File: config.mk
export PLATFORM = sky130hd
export DESIGN_NAME = cpc_console_ctrl
export DESIGN_NICKNAME = d
export VERILOG_FILES = /design/src/hdl/cpc_pkg.sv /design/src/hdl/cpc_console_ctrl.sv
export SDC_FILE = /design/constraint.sdc
export NUM_CORES = 1
export LEC_CHECK = 0
export ABC_CLOCK_PERIOD_IN_PS = 8700
export BUFFER_PORTS_ARGS = -buffer_cell sky130_fd_sc_hd__buf_2
export CORE_MARGIN = 3
export CORE_UTILIZATION = 56
export DETAILED_ROUTE_END_ITERATION = 10
export HOLD_SLACK_MARGIN = 0.08
export PLACE_DENSITY = 0.92
export SYNTH_ARGS = -nofsm -noshare
export SYNTH_HDL_FRONTEND = slang
export SYNTH_SLANG_ARGS = --single-unit
File: constraint.sdc
create_clock -name clk_sys -period 8.7 [get_ports clk_sys]
set_input_delay 0.87 -clock clk_sys [delete_from_list [all_inputs] [get_ports clk_sys]]
set_output_delay 0.87 -clock clk_sys [all_outputs]
set_load 0.05 [all_outputs]
File: src/hdl/cpc_pkg.sv
// Operation
// message is 32-bit port number, 16-bit event, 16-bit value, little-endian
// with multiport, device sends on control receive queue, driver on transmit
// driver sends event 0 once ready; value 1 success, 0 failure; port ignored
// device creates a port with event 1; value carries nothing
// device removes a port with event 2; value carries nothing
// driver answers a creation with event 3; value 1 success, 0 failure
// device nominates console ports with event 4; several may be consoles
// resize is event 5, then 16-bit columns and 16-bit rows
// either side sends event 6 for open state; 0 closed, 1 open
// name is event 7 followed by UTF-8 bytes, no terminating zero
// never create an existing port or one at or above the limit
// never remove a port that was not created
// driver must send the readiness message when multiport is negotiated
// driver treats nominated port as console and answers open with value 1
// in legacy mode fields use guest native order instead of little-endian
// legacy driver ignores used lengths on transmit and control transmit queues
// legacy driver without any-layout puts each control buffer in one descriptor
// with multiport the device exposes a 32-bit maximum port count
// creation message also announces hot-plugged ports
// port 0 queues always exist; control queues only with multiport
// driver messages with unknown event codes are dropped, state untouched
package cpc_pkg;
  localparam logic [31:0] PORT_COUNT_LIMIT = 32'h0000_0008;
  localparam int          NPORT            = int'(PORT_COUNT_LIMIT);
  localparam int          PW               = $clog2(NPORT);

  localparam logic [15:0] EV_DRV_READY     = 16'h0000;
  localparam logic [15:0] EV_PORT_ADD      = 16'h0001;
  localparam logic [15:0] EV_PORT_REMOVE   = 16'h0002;
  localparam logic [15:0] EV_PORT_READY    = 16'h0003;
  localparam logic [15:0] EV_CONSOLE       = 16'h0004;
  localparam logic [15:0] EV_RESIZE        = 16'h0005;
  localparam logic [15:0] EV_PORT_OPEN     = 16'h0006;
  localparam logic [15:0] EV_PORT_NAME     = 16'h0007;

  // byte indices inside a frame: 0-3 port, 4-5 event, 6-7 value, 8-9 cols, 10-11 rows
  localparam logic [3:0]  IDX_EVENT        = 4'h4;
  localparam logic [3:0]  IDX_VALUE        = 4'h6;
  localparam logic [3:0]  IDX_HDR_LAST     = 4'h7;
  localparam logic [3:0]  IDX_COLS         = 4'h8;
  localparam logic [3:0]  IDX_ROWS         = 4'hA;
  localparam logic [3:0]  IDX_EXT_LAST     = 4'hB;

  localparam logic [NPORT-1:0] EXISTS_RST  = NPORT'(1);

  typedef enum logic [1:0] {CPC_IDLE, CPC_HDR, CPC_EXT, CPC_NAME} cpc_tx_e;
endpackage

File: src/hdl/cpc_console_ctrl.sv
`timescale 1ns/1ps
module cpc_console_ctrl (
  input  wire logic                      clk_sys,
  input  wire logic                      rst_n,
  input  wire logic                      multiport_en,
  input  wire logic                      legacy_be,
  input  wire logic                      cmd_valid,
  output logic                           cmd_ready,
  input  wire logic [15:0]               cmd_event,
  input  wire logic [31:0]               cmd_port,
  input  wire logic [15:0]               cmd_value,
  input  wire logic [15:0]               cmd_cols,
  input  wire logic [15:0]               cmd_rows,
  output logic                           cmd_reject,
  input  wire logic                      name_valid,
  output logic                           name_ready,
  input  wire logic [7:0]                name_data,
  input  wire logic                      name_last,
  output logic                           rxq_valid,
  input  wire logic                      rxq_ready,
  output logic [7:0]                     rxq_data,
  output logic                           rxq_last,
  input  wire logic                      txq_valid,
  output logic                           txq_ready,
  input  wire logic [7:0]                txq_data,
  input  wire logic                      txq_last,
  output logic [31:0]                    port_count_limit,
  output logic                           drv_ready,
  output logic [cpc_pkg::NPORT-1:0]      port_exists,
  output logic [cpc_pkg::NPORT-1:0]      port_ok,
  output logic [cpc_pkg::NPORT-1:0]      guest_open,
  output logic [cpc_pkg::NPORT-1:0]      console_port
);
  // ---------------------------------------------------------------
  // reset release
  // ---------------------------------------------------------------
  logic [1:0] rst_q;
  logic       rst_i_n;
  always_ff @(posedge clk_sys or negedge rst_n) begin
    if (!rst_n) rst_q <= 2'h0;
    else        rst_q <= {rst_q[0], 1'b1};
  end
  assign rst_i_n = rst_q[1];

  // ---------------------------------------------------------------
  // helpers
  // ---------------------------------------------------------------
  function automatic logic [7:0] frame_byte(input logic [3:0] k, input logic [31:0] id,
      input logic [15:0] ev, input logic [15:0] val, input logic [15:0] cols,
      input logic [15:0] rows, input logic be);
    logic [1:0]  j;
    logic        h;
    logic [15:0] f;
    j = be ? ~k[1:0] : k[1:0];
    h = be ? ~k[0] : k[0];
    f = k < cpc_pkg::IDX_VALUE ? ev : k < cpc_pkg::IDX_COLS ? val :
        k < cpc_pkg::IDX_ROWS  ? cols : rows;
    if (k < cpc_pkg::IDX_EVENT) frame_byte = id[{j, 3'h0} +: 8];
    else                        frame_byte = f[{h, 3'h0} +: 8];
  endfunction

  function automatic logic [15:0] pick16(input logic [7:0] lo, input logic [7:0] hi,
      input logic be);
    pick16 = be ? {lo, hi} : {hi, lo};
  endfunction

  // ---------------------------------------------------------------
  // device to driver message sender
  // ---------------------------------------------------------------
  cpc_pkg::cpc_tx_e state_q, state_d;
  logic [3:0]  cnt_q, cnt_d;
  logic [31:0] id_q, id_d;
  logic [15:0] ev_q, ev_d, val_q, val_d, cols_q, cols_d, rows_q, rows_d;
  logic        be_q, be_d;
  logic        rxq_valid_q, rxq_valid_d, rxq_last_q, rxq_last_d;
  logic [7:0]  rxq_data_q, rxq_data_d;
  logic        cmd_ready_q, cmd_ready_d, name_ready_q, name_ready_d;
  logic        cmd_reject_q, cmd_reject_d;
  logic        slot_free, cmd_take, port_in, port_ex, cmd_ok;
  logic [cpc_pkg::PW-1:0] cmd_idx;
  logic [cpc_pkg::NPORT-1:0] port_exists_q;

  assign slot_free = !rxq_valid_q || rxq_ready;
  assign cmd_take  = cmd_valid && cmd_ready_q;
  assign cmd_idx   = cmd_port[cpc_pkg::PW-1:0];
  assign port_in   = cmd_port < cpc_pkg::PORT_COUNT_LIMIT;
  assign port_ex   = port_in && port_exists_q[cmd_idx];

  always_comb begin
    unique case (cmd_event)
      cpc_pkg::EV_PORT_ADD:    cmd_ok = port_in && !port_ex;
      cpc_pkg::EV_PORT_REMOVE: cmd_ok = port_ex && cmd_idx != '0;
      cpc_pkg::EV_CONSOLE,
      cpc_pkg::EV_RESIZE,
      cpc_pkg::EV_PORT_OPEN,
      cpc_pkg::EV_PORT_NAME:   cmd_ok = port_ex;
      default:                 cmd_ok = 1'b0;
    endcase
    cmd_ok = cmd_ok && multiport_en;
  end

  always_comb begin
    state_d = state_q;
    cnt_d = cnt_q;
    id_d = id_q;
    ev_d = ev_q;
    val_d = val_q;
    cols_d = cols_q;
    rows_d = rows_q;
    be_d = be_q;
    rxq_valid_d = rxq_valid_q && !rxq_ready;
    rxq_data_d = rxq_data_q;
    rxq_last_d = rxq_last_q;
    cmd_reject_d = 1'b0;
    unique case (state_q)
      cpc_pkg::CPC_IDLE: begin
        if (cmd_take && cmd_ok) begin
          id_d = cmd_port;
          ev_d = cmd_event;
          val_d = cmd_value;
          cols_d = cmd_cols;
          rows_d = cmd_rows;
          be_d = legacy_be;
          cnt_d = 4'h0;
          state_d = cpc_pkg::CPC_HDR;
        end else if (cmd_take) begin
          cmd_reject_d = 1'b1;
        end
      end
      cpc_pkg::CPC_HDR: begin
        if (slot_free) begin
          rxq_valid_d = 1'b1;
          rxq_data_d = frame_byte(cnt_q, id_q, ev_q, val_q, cols_q, rows_q, be_q);
          rxq_last_d = cnt_q == cpc_pkg::IDX_HDR_LAST && ev_q != cpc_pkg::EV_RESIZE &&
                       ev_q != cpc_pkg::EV_PORT_NAME;
          cnt_d = cnt_q + 4'h1;
          if (cnt_q == cpc_pkg::IDX_HDR_LAST) begin
            if (ev_q == cpc_pkg::EV_RESIZE)         state_d = cpc_pkg::CPC_EXT;
            else if (ev_q == cpc_pkg::EV_PORT_NAME) state_d = cpc_pkg::CPC_NAME;
            else                                    state_d = cpc_pkg::CPC_IDLE;
          end
        end
      end
      cpc_pkg::CPC_EXT: begin
        if (slot_free) begin
          rxq_valid_d = 1'b1;
          rxq_data_d = frame_byte(cnt_q, id_q, ev_q, val_q, cols_q, rows_q, be_q);
          rxq_last_d = cnt_q == cpc_pkg::IDX_EXT_LAST;
          cnt_d = cnt_q + 4'h1;
          if (cnt_q == cpc_pkg::IDX_EXT_LAST) state_d = cpc_pkg::CPC_IDLE;
        end
      end
      cpc_pkg::CPC_NAME: begin
        // the name passes through untouched; its last byte ends the message
        if (name_valid && name_ready_q) begin
          rxq_valid_d = 1'b1;
          rxq_data_d = name_data;
          rxq_last_d = name_last;
          if (name_last) state_d = cpc_pkg::CPC_IDLE;
        end
      end
    endcase
    cmd_ready_d = state_d == cpc_pkg::CPC_IDLE;
    // registered ready only opens on an empty slot, so a name byte costs two cycles
    name_ready_d = state_d == cpc_pkg::CPC_NAME && !rxq_valid_d;
  end

  always_ff @(posedge clk_sys or negedge rst_i_n) begin
    if (!rst_i_n) begin
      state_q <= cpc_pkg::CPC_IDLE;
      cnt_q <= 4'h0;
      id_q <= 32'h0;
      ev_q <= 16'h0;
      val_q <= 16'h0;
      cols_q <= 16'h0;
      rows_q <= 16'h0;
      be_q <= 1'b0;
      rxq_valid_q <= 1'b0;
      rxq_data_q <= 8'h0;
      rxq_last_q <= 1'b0;
      cmd_ready_q <= 1'b0;
      name_ready_q <= 1'b0;
      cmd_reject_q <= 1'b0;
    end else begin
      state_q <= state_d;
      cnt_q <= cnt_d;
      id_q <= id_d;
      ev_q <= ev_d;
      val_q <= val_d;
      cols_q <= cols_d;
      rows_q <= rows_d;
      be_q <= be_d;
      rxq_valid_q <= rxq_valid_d;
      rxq_data_q <= rxq_data_d;
      rxq_last_q <= rxq_last_d;
      cmd_ready_q <= cmd_ready_d;
      name_ready_q <= name_ready_d;
      cmd_reject_q <= cmd_reject_d;
    end
  end

  // ---------------------------------------------------------------
  // driver to device parser and port state
  // ---------------------------------------------------------------
  logic [7:0]  rxb_q [0:6];
  logic [7:0]  rxb_d [0:6];
  logic [3:0]  rcnt_q, rcnt_d;
  logic        txq_ready_q, drv_ready_q, drv_ready_d;
  logic [cpc_pkg::NPORT-1:0] port_exists_d, port_ok_q, port_ok_d;
  logic [cpc_pkg::NPORT-1:0] guest_open_q, guest_open_d, console_q, console_d;
  logic        beat, apply;
  logic [31:0] r_id;
  logic [15:0] r_ev, r_val;
  logic        r_in;
  logic [cpc_pkg::PW-1:0] r_idx;

  assign beat  = txq_valid && txq_ready_q;
  assign apply = beat && rcnt_q == cpc_pkg::IDX_HDR_LAST && multiport_en;
  assign r_id  = legacy_be ? {rxb_q[0], rxb_q[1], rxb_q[2], rxb_q[3]} :
                             {rxb_q[3], rxb_q[2], rxb_q[1], rxb_q[0]};
  assign r_ev  = pick16(rxb_q[4], rxb_q[5], legacy_be);
  assign r_val = pick16(rxb_q[6], txq_data, legacy_be);
  assign r_in  = r_id < cpc_pkg::PORT_COUNT_LIMIT;
  assign r_idx = r_id[cpc_pkg::PW-1:0];

  always_comb begin
    rxb_d = rxb_q;
    rcnt_d = rcnt_q;
    drv_ready_d = drv_ready_q;
    port_exists_d = port_exists_q;
    port_ok_d = port_ok_q;
    guest_open_d = guest_open_q;
    console_d = console_q;
    if (beat) begin
      // bytes past the eighth are dropped; a short frame never applies
      if (rcnt_q < cpc_pkg::IDX_HDR_LAST) rxb_d[rcnt_q[2:0]] = txq_data;
      if (txq_last)                           rcnt_d = 4'h0;
      else if (rcnt_q <= cpc_pkg::IDX_HDR_LAST) rcnt_d = rcnt_q + 4'h1;
    end
    if (apply) begin
      unique case (r_ev)
        cpc_pkg::EV_DRV_READY: drv_ready_d = r_val == 16'h0001;
        cpc_pkg::EV_PORT_READY:
          if (r_in && port_exists_q[r_idx]) port_ok_d[r_idx] = r_val == 16'h0001;
        cpc_pkg::EV_PORT_OPEN:
          if (r_in && port_exists_q[r_idx] && r_val[15:1] == 15'h0)
            guest_open_d[r_idx] = r_val[0];
        default: ;
      endcase
    end
    if (cmd_take && cmd_ok) begin
      unique case (cmd_event)
        cpc_pkg::EV_PORT_ADD: begin
          port_exists_d[cmd_idx] = 1'b1;
          port_ok_d[cmd_idx] = 1'b0;
          guest_open_d[cmd_idx] = 1'b0;
          console_d[cmd_idx] = 1'b0;
        end
        cpc_pkg::EV_PORT_REMOVE: begin
          port_exists_d[cmd_idx] = 1'b0;
          port_ok_d[cmd_idx] = 1'b0;
          guest_open_d[cmd_idx] = 1'b0;
          console_d[cmd_idx] = 1'b0;
        end
        cpc_pkg::EV_CONSOLE: console_d[cmd_idx] = 1'b1;
        default: ;
      endcase
    end
  end

  always_ff @(posedge clk_sys or negedge rst_i_n) begin
    if (!rst_i_n) begin
      for (int i = 0; i < 7; i++) rxb_q[i] <= 8'h0;
      rcnt_q <= 4'h0;
      txq_ready_q <= 1'b0;
      drv_ready_q <= 1'b0;
      port_exists_q <= cpc_pkg::EXISTS_RST;
      port_ok_q <= '0;
      guest_open_q <= '0;
      console_q <= '0;
    end else begin
      rxb_q <= rxb_d;
      rcnt_q <= rcnt_d;
      txq_ready_q <= 1'b1;
      drv_ready_q <= drv_ready_d;
      port_exists_q <= port_exists_d;
      port_ok_q <= port_ok_d;
      guest_open_q <= guest_open_d;
      console_q <= console_d;
    end
  end

  logic [31:0] limit_q;
  always_ff @(posedge clk_sys or negedge rst_i_n) begin
    if (!rst_i_n) limit_q <= 32'h0;
    else          limit_q <= multiport_en ? cpc_pkg::PORT_COUNT_LIMIT : 32'h0;
  end

  assign cmd_ready = cmd_ready_q;
  assign cmd_reject = cmd_reject_q;
  assign name_ready = name_ready_q;
  assign rxq_valid = rxq_valid_q;
  assign rxq_data = rxq_data_q;
  assign rxq_last = rxq_last_q;
  assign txq_ready = txq_ready_q;
  assign port_count_limit = limit_q;
  assign drv_ready = drv_ready_q;
  assign port_exists = port_exists_q;
  assign port_ok = port_ok_q;
  assign guest_open = guest_open_q;
  assign console_port = console_q;

  // ---------------------------------------------------------------
  // checks
  // ---------------------------------------------------------------
  logic hdr_push;
  assign hdr_push = state_q == cpc_pkg::CPC_HDR && slot_free;

  a_create_range: assert property (@(posedge clk_sys) disable iff (!rst_i_n)
    cmd_take && cmd_event == cpc_pkg::EV_PORT_ADD && !port_in |=> cmd_reject_q)
    else $error("creation above port limit not refused");
  a_create_dup: assert property (@(posedge clk_sys) disable iff (!rst_i_n)
    cmd_take && cmd_event == cpc_pkg::EV_PORT_ADD && port_ex |=> cmd_reject_q)
    else $error("creation of existing port not refused");
  a_remove_known: assert property (@(posedge clk_sys) disable iff (!rst_i_n)
    cmd_take && cmd_event == cpc_pkg::EV_PORT_REMOVE && !port_ex
    |=> cmd_reject_q && state_q == cpc_pkg::CPC_IDLE)
    else $error("removal of unknown port not refused");
  a_port0_kept: assert property (@(posedge clk_sys) disable iff (!rst_i_n)
    port_exists_q[0])
    else $error("port 0 disappeared");
  a_no_multiport: assert property (@(posedge clk_sys) disable iff (!rst_i_n)
    cmd_take && !multiport_en |=> cmd_reject_q ##1 state_q == cpc_pkg::CPC_IDLE)
    else $error("command sent without multiport");
  a_event_low_le: assert property (@(posedge clk_sys) disable iff (!rst_i_n)
    hdr_push && cnt_q == cpc_pkg::IDX_EVENT && !be_q |=> rxq_data_q == ev_q[7:0])
    else $error("event low byte not first in little-endian");
  a_event_hi_be: assert property (@(posedge clk_sys) disable iff (!rst_i_n)
    hdr_push && cnt_q == cpc_pkg::IDX_EVENT && be_q |=> rxq_data_q == ev_q[15:8])
    else $error("event high byte not first in native order");
  a_resize_tail: assert property (@(posedge clk_sys) disable iff (!rst_i_n)
    hdr_push && cnt_q == cpc_pkg::IDX_HDR_LAST && ev_q == cpc_pkg::EV_RESIZE
    |=> !rxq_last_q && state_q == cpc_pkg::CPC_EXT)
    else $error("resize header closed before sizes");
  a_name_follows: assert property (@(posedge clk_sys) disable iff (!rst_i_n)
    hdr_push && cnt_q == cpc_pkg::IDX_HDR_LAST && ev_q == cpc_pkg::EV_PORT_NAME
    |=> !rxq_last_q && state_q == cpc_pkg::CPC_NAME)
    else $error("name header closed before name bytes");
  a_unknown_drop: assert property (@(posedge clk_sys) disable iff (!rst_i_n)
    apply && r_ev > cpc_pkg::EV_PORT_NAME && !(cmd_take && cmd_ok)
    |=> $stable(port_ok_q) && $stable(guest_open_q) && $stable(drv_ready_q))
    else $error("unknown driver event changed state");
  a_add_marks: assert property (@(posedge clk_sys) disable iff (!rst_i_n)
    cmd_take && cmd_ok && cmd_event == cpc_pkg::EV_PORT_ADD
    |=> port_exists_q[$past(cmd_idx)])
    else $error("created port not marked present");
endmodule

==> run_results.csv <==
group,metric,value,unit
grt,grt_max_degree,96,
logic_synthesis,synthArstFlopShare,1.00,
min_path,min_path_type,"input port to asynchronous set/reset pin",
critical_path,cp_max_fo,95,
clocking,cts_tree,"built",
place,gp_congestion,0.905,
grt,grtUsageTotal,0.255,
critical_path,start_kind,"input port",
finish,final_nets,1182,
sta,clock_skew,0.0138,ns
critical_path,worstPathArrival,3.87,ns
die,die_x,143,um
finish,syn_to_final_growth,15.1,%
critical_path,slowest_delay,0.60,ns
sta,relSlewSlack,0.166,
sta,fmax,285,MHz
logic_synthesis,synth_seq_area_share,0.510,
finish,layout-drive-gt1-share,0.291,
place,dpl_cell_area,11300,um^2
clocking,ctsHoldBuffers,0,
clocking,numCtsBuffers,21,
critical_path,required,9.06,ns
grt,grt_pass1_vias,7892,
place,place_hpwl,18400,um
critical_path,endpoint_kind,"flop",
clocking,ctsResizeCount,0,
finish,finalInstanceArea,12000,um^2
route,vias,8030,
die,dieHeight,143,um
grt,grt_pass1_wl,41600,um
die,num_rows,49,
grt,antenna_found_initial,0,
die,core,18100,um^2
die,dieArea,20400,um^2
route,drtIter0Drc,722,
route,antenna_left,0,
logic_synthesis,syn-cell-area,10500,um^2
clocking,clk_path_buf_depth,3,
sta,period_minus_slack,3.51,ns
die,start_util,0.576,
route,routed_via_density,6.20,
outcome,outcome,"finished clean",
power,leakage,5.95,nW
finish,nFillCells,1283,
logic_synthesis,synth_ff_type,"dfrtp_1",
flow_run,cap_violations,0,
power,power_density,238,nW/um^2
clocking,clkSlewWorstSetupHoldPaths,0.06,ns
logic_synthesis,syn_inst,901,
critical_path,worstSetupPathType,"input port to flop",
sta,finalHoldViolations,0,
clocking,insertion_delay,0.49,ns
logic_synthesis,synth_edf_count,0,
sta,tns,0,ns
route,dr.pass1.iters,5,
clocking,post_cts_buffers,0,
finish,antennaDiodeCount,0,
sta,tightestPinTransition,1.25,ns
sta,rsz0062_at_grt,"no",
critical_path,path_cells,"buf_2, mux2_1, o22ai_1, o2111a_1, o211a_2, nand2_4, mux2_1",
clocking,ctsHtreeMaxLevel,1,
route,routed_wl,26400,um
sta,slew_viol_final,0,
route,drc,0,
sta,finalCritPeriodShare,0.403,
logic_synthesis,synth_seq_cells,213,
logic_synthesis,syn_avg_cell_area,11.6,um^2
die,ioPinCount,201,
critical_path,cp_slowest_cell,"nand2_4",
critical_path,cpMostUsedCell,"mux2_1",
clocking,cts-root-buf,"clkbuf_16",
logic_synthesis,synth_cell_type_count,73,
logic_synthesis,yosys_warnings,0,
finish,regArea,5340,um^2
sta,finalSetupViolCount,0,
route,wl_per_cell,20.4,um
finish,multi_input_area,4760,um^2
place,io_buffers,169,
power,ir_drop,0.187,mV
grt,grt_overflow,0,
clocking,cts.sinks,213,
==> cell families after synthesis <==
group / share of synthesized area
multiplexers: 0.192
other: 0.000718
buffers and inverters: 0.0471
XOR/XNOR: 0.00407
adder cells (fa/ha/maj): 0.00837
flip-flops: 0.510
AO/OA/AOI/OAI: 0.0927
AND/OR/NAND/NOR: 0.145
==> Yosys cell counts (8+ instances only) <==
cell type / n / share of area
mux4_2: 13 / 0.028
a21oi_1: 35 / 0.017
mux2_2: 69 / 0.074
mux2i_1: 29 / 0.028
nor2b_1: 8 / 0.0048
mux2_1: 58 / 0.062
buf_2: 10 / 0.0048
and2_1: 43 / 0.026
nand3b_1: 12 / 0.0086
nor4_1: 28 / 0.017
buf_4: 31 / 0.022
a211oi_1: 11 / 0.0079
inv_1: 18 / 0.0065
clkbuf_1: 33 / 0.012
nand2_1: 27 / 0.0097
nor3_1: 29 / 0.014
o21ai_0: 16 / 0.0077
nor2_1: 55 / 0.020
nand4_1: 17 / 0.010
a41oi_1: 12 / 0.010
nand3_1: 16 / 0.0077
dfrtp_1: 212 / 0.51
==> flip-flops by register name, indices dropped and copies added, names as in the netlist, 8 cells and up, named ones only <==
| signal | cells |
|---|---|
| rows_q | 16 |
| val_q | 16 |
| rxq_data | 8 |
| rxb_q | 56 |
| port_ok | 8 |
| guest_open | 8 |
| cols_q | 16 |
| ev_q | 16 |
| id_q | 32 |
==> placed cells by master, fill, tap and decap left out, types with 7 or more instances in the layout <==
cell type | netlist | routed
nor2b_1 | 8 | 8
conb_1 | 2 | 33
nor3_1 | 29 | 29
inv_1 | 18 | 18
and2_1 | 43 | 43
o21ai_0 | 16 | 16
nand2_1 | 27 | 26
mux2i_1 | 29 | 29
mux4_2 | 13 | 13
nor2_1 | 55 | 55
dfrtp_1 | 212 | 211
nand2b_1 | 7 | 7
nand4_1 | 17 | 17
buf_2 | 10 | 169
and3_1 | 7 | 7
nand3_1 | 16 | 16
o21a_1 | 7 | 7
mux2_1 | 58 | 58
a41oi_1 | 12 | 12
clkbuf_16 | 0 | 21
nand3b_1 | 12 | 12
a21oi_1 | 35 | 35
nor4_1 | 28 | 28
ha_1 | 7 | 7
a211oi_1 | 11 | 11
mux2_2 | 69 | 69
==> routing by layer <==
metal	up-vias	wire length, um	global-route usage
met1	3969	10500	0.341
met3	78	2000	0.0392
met5	-	0	0
met2	409	13000	0.424
li1	3574	-	-
met4	0	999	0.0950
==> final timing paths <==
path                                    startpoint                         end  slack [ns]  depth (start not counted)
worst max-delay path                   cmd_port[0]       val_q[15]$_DFFE_PN0P_        5.19                          7
worst min-delay path                         rst_n          rst_q[0]$_DFF_PN0_        0.16                          1
worst max register to register                flop       val_q[15]$_DFFE_PN0P_        5.46                          6
worst min register to register  rst_q[0]$_DFF_PN0_          rst_q[1]$_DFF_PN0_        0.35                          0
max in group asynchronous       rst_q[1]$_DFF_PN0_  asynchronous set/reset pin        6.66                          1
min in group clk_sys            rst_q[0]$_DFF_PN0_          rst_q[1]$_DFF_PN0_        0.35                          0
==> report_power, final <==
part | total (mW) | internal, mW | switching [mW]
clock | 0.920 | 0.546 | 0.374
combinational | 0.731 | 0.272 | 0.459
sequential | 1.22 | 1.11 | 0.104
total | 2.87 | 1.93 | 0.937
==> per-stage QoR <==
step | power (mW) | hold slack (ns) | util | cells | setup WS (ns)
after global placement | 1.91 | 0.334 | 0.625 | 1259 | 4.88
after CTS | 2.87 | 0.152 | 0.663 | 1296 | 5.26
final | 2.87 | 0.160 | 0.663 | 1296 | 5.19
after global routing | 2.99 | 0.145 | 0.663 | 1296 | 5.01
after detailed placement | 1.95 | 0.339 | 0.625 | 1259 | 4.76
after floorplan | 1.76 | 0.331 | - | 932 | 2.33
==> worst max-delay path: cells and delay by family <==
| family | cells | cell delay [ns] |
|---|---|---|
| compound gates | 3 | 1.11 |
| mux | 2 | 0.94 |
| simple gates | 1 | 0.60 |
| buf+inv | 1 | 0.28 |
==> final cells by class <==
type / count / area share
Clock buffer: 30 / 0.0506
Sequential cell: 213 / 0.443
Clock inverter: 7 / 0.00728
Tap cell: 229 / 0.0238
Inverter: 18 / 0.00561
Timing Repair Buffer: 175 / 0.0740
Multi-Input combinational cell: 624 / 0.395
Power figures use the tool's default switching activity.
